**src/design/backup_rtc_pkg.sv**
```systemverilog
package backup_rtc_pkg;

    // ========================================================================
    // register addresses
    // ========================================================================
    localparam logic [31:0] ADDR_IRQ_ENABLE_CTRL    = 32'h4000_2800;
    localparam logic [31:0] ADDR_FLAGS_CONFIG_CTRL  = 32'h4000_2804;
    localparam logic [31:0] ADDR_PRESCALE_UPPER     = 32'h4000_2808;
    localparam logic [31:0] ADDR_PRESCALE_LOWER     = 32'h4000_280c;
    localparam logic [31:0] ADDR_DIVIDER_UPPER      = 32'h4000_2810;
    localparam logic [31:0] ADDR_DIVIDER_LOWER      = 32'h4000_2814;
    localparam logic [31:0] ADDR_TIME_COUNTER_UPPER = 32'h4000_2818;
    localparam logic [31:0] ADDR_TIME_COUNTER_LOWER = 32'h4000_281c;
    localparam logic [31:0] ADDR_ALARM_VALUE_UPPER  = 32'h4000_2820;
    localparam logic [31:0] ADDR_ALARM_VALUE_LOWER  = 32'h4000_2824;

    // word index of each register inside the block
    localparam logic [3:0]  IDX_IRQ_ENABLE          = ADDR_IRQ_ENABLE_CTRL[5:2];
    localparam logic [3:0]  IDX_FLAGS_CONFIG        = ADDR_FLAGS_CONFIG_CTRL[5:2];
    localparam logic [3:0]  IDX_PRESCALE_UPPER      = ADDR_PRESCALE_UPPER[5:2];
    localparam logic [3:0]  IDX_PRESCALE_LOWER      = ADDR_PRESCALE_LOWER[5:2];
    localparam logic [3:0]  IDX_DIVIDER_UPPER       = ADDR_DIVIDER_UPPER[5:2];
    localparam logic [3:0]  IDX_DIVIDER_LOWER       = ADDR_DIVIDER_LOWER[5:2];
    localparam logic [3:0]  IDX_COUNTER_UPPER       = ADDR_TIME_COUNTER_UPPER[5:2];
    localparam logic [3:0]  IDX_COUNTER_LOWER       = ADDR_TIME_COUNTER_LOWER[5:2];
    localparam logic [3:0]  IDX_ALARM_UPPER         = ADDR_ALARM_VALUE_UPPER[5:2];
    localparam logic [3:0]  IDX_ALARM_LOWER         = ADDR_ALARM_VALUE_LOWER[5:2];
    localparam logic [3:0]  IDX_NONE                = 4'hf;

    // ========================================================================
    // field positions
    // ========================================================================
    localparam int SECOND_BIT      = 0;
    localparam int ALARM_BIT       = 1;
    localparam int OVERFLOW_BIT    = 2;
    localparam int SYNC_FLAG_BIT   = 3;
    localparam int CONFIG_MODE_BIT = 4;
    localparam int WRITE_DONE_BIT  = 5;
    localparam int RELOAD_UPPER_W  = 4;
    localparam int PRESCALE_W      = 20;

    // staging slots for writes made in configuration mode
    localparam int SLOT_RELOAD_UPPER  = 0;
    localparam int SLOT_RELOAD_LOWER  = 1;
    localparam int SLOT_COUNTER_UPPER = 2;
    localparam int SLOT_COUNTER_LOWER = 3;
    localparam int SLOT_ALARM_UPPER   = 4;
    localparam int SLOT_ALARM_LOWER   = 5;
    localparam int SLOT_COUNT         = 6;

    // ========================================================================
    // reset values
    // ========================================================================
    localparam logic [2:0]  RESET_IRQ_ENABLE  = 3'h0;
    localparam logic [2:0]  RESET_EVENT_FLAGS = 3'h0;
    localparam logic [19:0] RESET_RELOAD      = 20'h00000;
    localparam logic [19:0] RESET_DIVIDER     = 20'h00000;
    localparam logic [31:0] RESET_COUNTER     = 32'h0000_0000;
    localparam logic [15:0] RESET_ALARM_HALF  = 16'hffff;
    localparam logic [31:0] COUNTER_MAX       = 32'hffff_ffff;

endpackage : backup_rtc_pkg

```
**src/design/rtc_clock_sync.sv**
```systemverilog
`timescale 1ns/10ps

// three-stage synchroniser for the rtc input clock with rising-edge pulse
module rtc_clock_sync (
    input  wire logic i_clk_sys,
    input  wire logic i_srst,
    input  wire logic i_rtc_input_clock,
    output logic      o_rtc_rise
);

    typedef struct packed {
        logic s1;
        logic s2;
        logic s3;
        logic level;
        logic rise;
    } sync_state_type;

    sync_state_type q;
    sync_state_type d;

    // ========================================================================
    // next state: level follows once stages two and three agree
    // ========================================================================
    always_comb begin
        d       = q;
        d.s1    = i_rtc_input_clock;
        d.s2    = q.s1;
        d.s3    = q.s2;
        d.level = (q.s2 == q.s3) ? q.s3 : q.level;
        d.rise  = d.level & ~q.level;
        if (i_srst) begin
            d = '0;
        end
    end

    // state register
    always_ff @(posedge i_clk_sys) begin
        q <= d;
    end

    assign o_rtc_rise = q.rise;

endmodule : rtc_clock_sync

```
**src/design/backup_domain_rtc.sv**
```systemverilog
`timescale 1ns/10ps

// Notes on behaviour
// - divider counts down per rtc edge, ticks at zero and reloads
// - tick period is reload value plus one rtc edges
// - reload split: four upper bits and sixteen lower bits
// - each tick adds one to the time counter with the second event
// - time counter is 32 bits read as two 16-bit halves
// - tick sets second flag bit 0, irq when its enable set
// - counter equal to alarm sets alarm flag bit 1, irq if enabled
// - counter wrap sets overflow flag bit 2, irq if enabled
// - event flags clear only on written zero, never set by software
// - enable register holds overflow, alarm, second enables at bits 2..0
// - divider registers return live remaining count, read only
// - backup reset clears divider, reload and counter and sets the alarm to all ones; system reset clears control
// - reads valid only after one rtc rising edge following reset
// - sync flag bit 3 set by hardware, cleared by software
// - write-done bit 5 reads zero while a transfer is in flight
// - timekeeping writes only in config mode; leaving it starts transfer
// - both alarm halves reset to all ones
module backup_domain_rtc (
    input  wire logic        i_clk_sys,
    input  wire logic        i_srst,
    input  wire logic        i_bkp_srst,
    input  wire logic        i_rtc_input_clock,
    input  wire logic        i_psel,
    input  wire logic        i_penable,
    input  wire logic        i_pwrite,
    input  wire logic [31:0] i_paddr,
    input  wire logic [31:0] i_pwdata,
    output logic      [31:0] o_prdata,
    output logic             o_pready,
    output logic             o_pslverr,
    output logic             o_tick_pulse,
    output logic             o_second_irq,
    output logic             o_alarm_irq,
    output logic             o_overflow_irq
);

    typedef struct packed {
        // bus-side control and status
        logic [2:0]                                  irq_en;
        logic [2:0]                                  flags;
        logic                                        config_mode_bit;
        logic                                        sync_flag;
        logic                                        write_done;
        // staged halves waiting for transfer
        logic [backup_rtc_pkg::SLOT_COUNT-1:0][15:0] stage;
        logic [backup_rtc_pkg::SLOT_COUNT-1:0]       pend;
        // live timekeeping (backup domain), then read data, irq and tick flops
        logic [19:0]                                 divider;
        logic [19:0]                                 prescale_reload;
        logic [31:0]                                 time_counter;
        logic [31:0]                                 alarm_value;
        logic [15:0]                                 rdata;
        logic [2:0]                                  irq;
        logic                                        tick_pulse;
    } rtc_state_type;

    // registered state and its next value
    rtc_state_type q;
    rtc_state_type d;
    // synchronised rtc edge and decoded access
    logic          rtc_rise;
    logic [3:0]    acc_idx;
    logic          wr_access;

    // ========================================================================
    // address decode
    // ========================================================================
    function automatic logic [3:0] reg_index(input logic [31:0] addr);
        logic [3:0] idx;
        idx = no_index();
        // only word-aligned addresses inside the block map
        if (addr[31:6] == backup_rtc_pkg::ADDR_IRQ_ENABLE_CTRL[31:6] && addr[1:0] == 2'h0
                && addr[5:2] <= backup_rtc_pkg::IDX_ALARM_LOWER) begin
            idx = addr[5:2];
        end
        return idx;
    endfunction : reg_index

    // index returned for an unmapped address
    function automatic logic [3:0] no_index();
        return backup_rtc_pkg::IDX_NONE;
    endfunction : no_index

    // map a timekeeping register index to its staging slot
    function automatic int stage_slot(input logic [3:0] idx);
        int slot;
        // -1 marks a register that is not staged
        slot = -1;
        case (idx)
            backup_rtc_pkg::IDX_PRESCALE_UPPER: slot = backup_rtc_pkg::SLOT_RELOAD_UPPER;
            backup_rtc_pkg::IDX_PRESCALE_LOWER: slot = backup_rtc_pkg::SLOT_RELOAD_LOWER;
            backup_rtc_pkg::IDX_COUNTER_UPPER:  slot = backup_rtc_pkg::SLOT_COUNTER_UPPER;
            backup_rtc_pkg::IDX_COUNTER_LOWER:  slot = backup_rtc_pkg::SLOT_COUNTER_LOWER;
            backup_rtc_pkg::IDX_ALARM_UPPER:    slot = backup_rtc_pkg::SLOT_ALARM_UPPER;
            backup_rtc_pkg::IDX_ALARM_LOWER:    slot = backup_rtc_pkg::SLOT_ALARM_LOWER;
            default:                            slot = -1;
        endcase
        return slot;
    endfunction : stage_slot

    // ========================================================================
    // rtc clock crossing
    // ========================================================================
    // synchronised rtc edge
    rtc_clock_sync u_clock_sync (
        .i_clk_sys         (i_clk_sys),
        .i_srst            (i_srst),
        .i_rtc_input_clock (i_rtc_input_clock),
        .o_rtc_rise        (rtc_rise)
    );

    // register index and write strobe of the current access
    assign acc_idx   = reg_index(i_paddr);
    assign wr_access = i_psel & i_penable & i_pwrite;

    // ========================================================================
    // next-state logic
    // ========================================================================
    always_comb begin
        // per-cycle scratch values
        logic [2:0]  ev_set;
        logic [31:0] cnt_next;
        logic        sync_set;
        logic        tick;
        int          slot;
        // defaults: hold state, no pulse, no event
        ev_set       = 3'h0;
        cnt_next     = q.time_counter;
        sync_set     = 1'b0;
        tick         = 1'b0;
        slot         = -1;
        d            = q;
        d.tick_pulse = 1'b0;

        // rtc-edge work: divider, counter, transfer of staged writes
        if (rtc_rise) begin
            // sync flag rises on an rtc edge
            sync_set = 1'b1;
            if (q.divider == 20'h00000) begin
                tick      = 1'b1;
                d.divider = q.prescale_reload;
            end else begin
                d.divider = q.divider - 20'h00001;
            end
            if (tick) begin
                cnt_next                            = q.time_counter + 32'h0000_0001;
                d.tick_pulse                        = 1'b1;
                ev_set[backup_rtc_pkg::SECOND_BIT]  = 1'b1;
                ev_set[backup_rtc_pkg::OVERFLOW_BIT] = (q.time_counter == backup_rtc_pkg::COUNTER_MAX);
            end
            // staged values land in the counting logic
            if (!q.write_done) begin
                if (q.pend[backup_rtc_pkg::SLOT_RELOAD_UPPER]) begin
                    d.prescale_reload[19:16] = q.stage[backup_rtc_pkg::SLOT_RELOAD_UPPER][3:0];
                end
                if (q.pend[backup_rtc_pkg::SLOT_RELOAD_LOWER]) begin
                    d.prescale_reload[15:0] = q.stage[backup_rtc_pkg::SLOT_RELOAD_LOWER];
                end
                if (q.pend[backup_rtc_pkg::SLOT_COUNTER_UPPER]) begin
                    cnt_next[31:16] = q.stage[backup_rtc_pkg::SLOT_COUNTER_UPPER];
                end
                if (q.pend[backup_rtc_pkg::SLOT_COUNTER_LOWER]) begin
                    cnt_next[15:0] = q.stage[backup_rtc_pkg::SLOT_COUNTER_LOWER];
                end
                if (q.pend[backup_rtc_pkg::SLOT_ALARM_UPPER]) begin
                    d.alarm_value[31:16] = q.stage[backup_rtc_pkg::SLOT_ALARM_UPPER];
                end
                if (q.pend[backup_rtc_pkg::SLOT_ALARM_LOWER]) begin
                    d.alarm_value[15:0] = q.stage[backup_rtc_pkg::SLOT_ALARM_LOWER];
                end
                d.pend       = '0;
                d.write_done = 1'b1;
            end
            // a staged counter value replaces the increment
            d.time_counter = cnt_next;
            if (tick && cnt_next == d.alarm_value) begin
                ev_set[backup_rtc_pkg::ALARM_BIT] = 1'b1;
            end
        end

        // bus writes
        if (wr_access) begin
            case (acc_idx)
                backup_rtc_pkg::IDX_IRQ_ENABLE: begin
                    d.irq_en = i_pwdata[2:0];
                end
                backup_rtc_pkg::IDX_FLAGS_CONFIG: begin
                    d.flags = q.flags & i_pwdata[2:0];
                    if (!i_pwdata[backup_rtc_pkg::SYNC_FLAG_BIT]) begin
                        d.sync_flag = 1'b0;
                    end
                    // configuration bit follows the written value
                    d.config_mode_bit = i_pwdata[backup_rtc_pkg::CONFIG_MODE_BIT];
                    if (q.config_mode_bit && !i_pwdata[backup_rtc_pkg::CONFIG_MODE_BIT]) begin
                        d.write_done = 1'b0;
                    end
                end
                default: begin
                    // timekeeping registers go through staging
                    slot = stage_slot(acc_idx);
                    if (slot >= 0 && q.config_mode_bit) begin
                        d.stage[slot] = i_pwdata[15:0];
                        d.pend[slot]  = 1'b1;
                    end
                end
            endcase
        end

        // hardware set wins over software clear
        d.flags = d.flags | ev_set;
        // an rtc edge re-asserts sync even against a clear
        if (sync_set) begin
            d.sync_flag = 1'b1;
        end

        // read data captured in the setup phase
        if (i_psel && !i_penable) begin
            case (acc_idx)
                backup_rtc_pkg::IDX_IRQ_ENABLE:     d.rdata = {13'h0000, q.irq_en};
                backup_rtc_pkg::IDX_FLAGS_CONFIG:   d.rdata = {10'h000, q.write_done,
                    q.config_mode_bit, q.sync_flag, q.flags};
                // upper reload in low four bits
                backup_rtc_pkg::IDX_PRESCALE_UPPER: d.rdata = {12'h000, q.prescale_reload[19:16]};
                backup_rtc_pkg::IDX_PRESCALE_LOWER: d.rdata = q.prescale_reload[15:0];
                backup_rtc_pkg::IDX_DIVIDER_UPPER:  d.rdata = {12'h000, q.divider[19:16]};
                backup_rtc_pkg::IDX_DIVIDER_LOWER:  d.rdata = q.divider[15:0];
                backup_rtc_pkg::IDX_COUNTER_UPPER:  d.rdata = q.time_counter[31:16];
                backup_rtc_pkg::IDX_COUNTER_LOWER:  d.rdata = q.time_counter[15:0];
                backup_rtc_pkg::IDX_ALARM_UPPER:    d.rdata = q.alarm_value[31:16];
                backup_rtc_pkg::IDX_ALARM_LOWER:    d.rdata = q.alarm_value[15:0];
                default:                            d.rdata = 16'h0000;
            endcase
        end

        // interrupt lines follow flag and enable
        d.irq = d.flags & d.irq_en;

        if (i_bkp_srst) begin
            d.divider         = backup_rtc_pkg::RESET_DIVIDER;
            d.prescale_reload = backup_rtc_pkg::RESET_RELOAD;
            d.time_counter    = backup_rtc_pkg::RESET_COUNTER;
            d.alarm_value     = {backup_rtc_pkg::RESET_ALARM_HALF,
                                 backup_rtc_pkg::RESET_ALARM_HALF};
            d.tick_pulse      = 1'b0;
        end
        if (i_srst) begin
            d.irq_en          = backup_rtc_pkg::RESET_IRQ_ENABLE;
            d.flags           = backup_rtc_pkg::RESET_EVENT_FLAGS;
            d.config_mode_bit = 1'b0;
            d.sync_flag       = 1'b0;
            d.write_done      = 1'b1;
            d.stage           = '0;
            d.pend            = '0;
            d.rdata           = 16'h0000;
            d.irq             = 3'h0;
        end
    end

    // state register
    always_ff @(posedge i_clk_sys) begin
        q <= d;
    end

    // ========================================================================
    // outputs
    // ========================================================================
    // upper half of read data is always zero
    assign o_prdata       = {16'h0000, q.rdata};
    // no wait states
    assign o_pready       = 1'b1;
    // unmapped or misaligned address in the access phase
    assign o_pslverr      = i_psel & i_penable & (acc_idx == backup_rtc_pkg::IDX_NONE);
    // tick and interrupt lines straight from flops
    assign o_tick_pulse   = q.tick_pulse;
    assign o_second_irq   = q.irq[backup_rtc_pkg::SECOND_BIT];
    assign o_alarm_irq    = q.irq[backup_rtc_pkg::ALARM_BIT];
    assign o_overflow_irq = q.irq[backup_rtc_pkg::OVERFLOW_BIT];

endmodule : backup_domain_rtc

```
**config.mk**
```make
export PLATFORM = sky130hd
export DESIGN_NAME = backup_domain_rtc
export DESIGN_NICKNAME = d
export VERILOG_FILES = /design/src/design/backup_rtc_pkg.sv /design/src/design/rtc_clock_sync.sv /design/src/design/backup_domain_rtc.sv
export SDC_FILE = /design/constraint.sdc
export NUM_CORES = 1
export LEC_CHECK = 0
export ABC_AREA = 1
export BUFFER_PORTS_ARGS = -buffer_cell sky130_fd_sc_hd__buf_2
export CAP_MARGIN = 10
export CORE_MARGIN = 3
export CORE_UTILIZATION = 37
export DETAILED_ROUTE_END_ITERATION = 6
export PLACE_DENSITY_LB_ADDON = 0.25
export SLEW_MARGIN = 0
export SYNTH_ARGS = -nofsm -noshare
export SYNTH_HDL_FRONTEND = slang
export SYNTH_SLANG_ARGS = --single-unit
export TNS_END_PERCENT = 10
```
**constraint.sdc**
```tcl
create_clock -name i_clk_sys -period 2.9 [get_ports i_clk_sys]
set_clock_uncertainty 0.2 [all_clocks]
set_input_delay 0.29 -clock i_clk_sys [delete_from_list [all_inputs] [get_ports i_clk_sys]]
set_output_delay 0.29 -clock i_clk_sys [all_outputs]
set_load 0.05 [all_outputs]
```
==> summary.txt <==
Timing
  • PnR worst setup slack: 180 ps
  • Setup-failing EPs final: 0
  • Final Max Tran Viols: 0
  • Final Hold Viols: 0
  • RSZ-0062 raised after global routing: no
  • Period minus WS final: 2720 ps
  • Crit share post-route: 0.938
  • Fmax: 368 MHz
  • Max-slew headroom: 0.451
  • Worst slew pin tran: 824 ps
  • Setup_tns: 0 ps

Clocking
  • CTS tree: done
  • H-tree depth: 1
  • Max clock buf depth: 3
  • Clock root buffer: clkbuf_16
  • Sink Count: 228
  • Num CTS Buffers: 26
  • Reg clk slew, reported paths: 60 ps
  • Worst-Skew Late Latency: 550 ps

Synth
  • Ys Warns: 0
  • Syn Area/Cell: 6.51 um^2
  • Mapped Cells: 1879
  • Post-Syn Area: 12200 um^2
  • Yosys reg bits: 228
  • Sequential area share after synthesis: 0.373
  • Synth cell types: 43

Status
  • Outcome: complete, no violations

Pwr
  • Peak supply drop: 0.000488 V
  • Power density cells: 467 nW/um^2
  • Pwr Total: 6.87 mW
  • Leakage power: 6.53 nW

Critical path
  • Worst R2R Start: q[115]$_SDFFE_PP0P_
  • WP data required: 3180 ps
  • Flop-to-flop setup slack: 180 ps
  • Critical R2R Capture: q[230]$_SDFF_PP0_
  • Reg2reg path depth: 17
  • CP Launch Point: q[115]$_SDFFE_PP0P_
  • Crit path DAT: 3000 ps
  • Maximum fanout along the worst path: 9
  • CP Capture Type: flop
  • Setup crit end: q[230]$_SDFF_PP0_
  • Worst setup SP type: flop
  • Setup CP Type: reg2reg

Global routing
  • First-pass GRT wire length: 69200 um
  • Initial antenna violation count: 1
  • Total track usage: 0.250
  • Pin count of the biggest net entering global routing: 82
  • GRT Residual Overflow: 0
  • Vias in the first global route: 11657

Floorplan
  • Die footprint: 35300 um^2
  • CORE AREA: 32000 um^2
  • Chip Width: 188 um
  • Row cnt: 65
  • Ports: 109
  • Initial Utilization: 0.382
  • Vert. Die Dim: 188 um

Finish
  • Layout Nets: 2082
  • FF/Latch Area: 4570 um^2
  • Area of the multi-input gates: 6380 um^2
  • N_diodes: 0
  • Area Overhead vs Synth: 20.4%
  • Share of layout cells above drive strength 1: 0.156
  • Filler Cell Count: 3349

Place
  • Pre-CTS setup slack: 124 ps
  • IO buf count: 75
  • HPWL Detailed: 34500 um
  • Final Wtd Congestion: 1.02

Routing
  • Antenna viol nets, final: 0
  • Final wirelength: 45500 um
  • Drt wl/cell: 18.5 um
  • DRC errors left: 0
  • Via-to-Cell Ratio: 5.25
  • DR vias: 12937
  • Initial DRT Pass Iterations: 6
  • 1st-iter DRT viols: 1393

Hold path
  • Min-delay worst type: in2reg

Flow run
  • Max-cap viol count: 0
-- synthesized netlist by cell type (all sizes together) --
cell type,count,share of area
a211oi,5,0.0031
a21oi,212,0.087
a31oi,5,0.0026
buf,59,0.033
clkbuf,65,0.020
clkinv,2,0.00061
conb,2,0.00061
dfxtp,228,0.37
ha,3,0.0031
inv,199,0.061
mux2,2,0.0018
mux2i,2,0.0016
nand2,481,0.15
nand3,128,0.053
nand3b,7,0.0043
nand4,16,0.0082
nor2,152,0.053
nor3,14,0.0071
nor3b,2,0.0012
nor4,2,0.0010
o211a,1,0.00082
o211ai,19,0.012
o21a,1,0.00061
o21ai,212,0.087
o21bai,4,0.0025
o221ai,12,0.0086
o22ai,12,0.0061
o31ai,1,0.00061
o41ai,1,0.00072
or2,22,0.011
xnor2,1,0.00072
xor2,7,0.0050
-- power by group --
part           switching, mW  internal [mW]  leakage (nW)
Sequential           0.00489           3.14          1.84
Clock                   1.40           2.05         0.433
Combinational          0.196         0.0773          4.25
-- layout make-up --
cell class | instances | area share
clock buffer | 33 | 0.0467
clock inverter | 15 | 0.0139
inverter | 201 | 0.0513
multi-input combinational | 1341 | 0.433
sequential | 228 | 0.310
tap | 435 | 0.0370
timing repair buffer | 210 | 0.107
-- layer usage --
layer	global-route usage	share of wire	vias to the layer above
met5	0	0.00015	-
met4	0.0606	0.025	2
met3	0.0366	0.085	63
met1	0.371	0.46	5968
li1	-	-	6387
met2	0.381	0.43	517
-- kinds of logic (layout without fill, tap and decap cells) --
| logic type | after synthesis | after routing | share of synthesized area |
|---|---|---|---|
| flops | 228 | 228 | 0.373 |
| mux | 4 | 4 | 0.00348 |
| simple gates | 824 | 824 | 0.289 |
| compound gates | 485 | 485 | 0.211 |
| other cells | 2 | 17 | 0.000614 |
| xor+xnor | 8 | 8 | 0.00573 |
| fa+ha+maj | 3 | 3 | 0.00307 |
| buf+inv | 325 | 459 | 0.114 |
-- critical path, cell delays in order, from the launching register on --
cell      delay, ps
dfxtp_1         370
nor2_2          180
nand2_1         130
nor2_4          200
nand3_1          90
buf_4           190
buf_4           150
o21bai_1        160
nand2_2         110
nand2_1         100
nand2_1         100
nand2_1          70
nand3_1          70
nor2_1           90
nand2_1          50
nor2_1          110
nand3_2         140
a21oi_1         140
-- how the worst min path moves through the flow --
stage	slack, ps	cells after the start	from	end
finish	90	6	i_pwrite	q[231]$_SDFF_PP0_
global route	130	6	i_pwrite	q[229]$_SDFF_PP0_
CTS	80	6	i_pwrite	q[231]$_SDFF_PP0_
detailed placement	210	2	u_clock_sync.q[4]$_SDFF_PP0_	u_clock_sync.q[3]$_SDFF_PP0_
global placement	220	2	u_clock_sync.q[4]$_SDFF_PP0_	u_clock_sync.q[3]$_SDFF_PP0_
floorplan	190	2	u_clock_sync.q[4]$_SDFF_PP0_	u_clock_sync.q[3]$_SDFF_PP0_
-- per-stage QoR --
stage	std cells	area, um^2	util	hold WS (ps)
2_1_floorplan	1894	12300	-	188
3_3_place_gp	2392	13500	0.423	216
3_5_place_dp	2392	13500	0.423	210
4_1_cts	2459	14600	0.456	75.8
5_1_grt	2463	14700	0.459	129
6_report	2463	14700	0.459	88.2
-- repair_timing --
item	in CTS	in global routing
endpoints found under the hold margin	84	0
buffers inserted	0	4
gates resized for setup	0	19
endpoints found under the setup margin	0	2
hold buffers	19	0
-- cells in the final DEF, fill, tap and decap left out, types with 12 or more instances in the layout --
cell type      instances
dfxtp_1              225
o22ai_1               12
nor2_2                16
nand4_1               16
o21ai_0              162
o21ai_1               50
or2_2                 22
conb_1                17
clkbuf_16             26
inv_2                 15
dlygate4sd3_1         19
o221ai_1              12
nand3_1              125
o211ai_1              19
nor3_1                12
nand2_1              472
a21oi_1              212
buf_4                104
inv_1                184
buf_2                 75
nor2_1               126
Power figures use the tool's default switching activity.
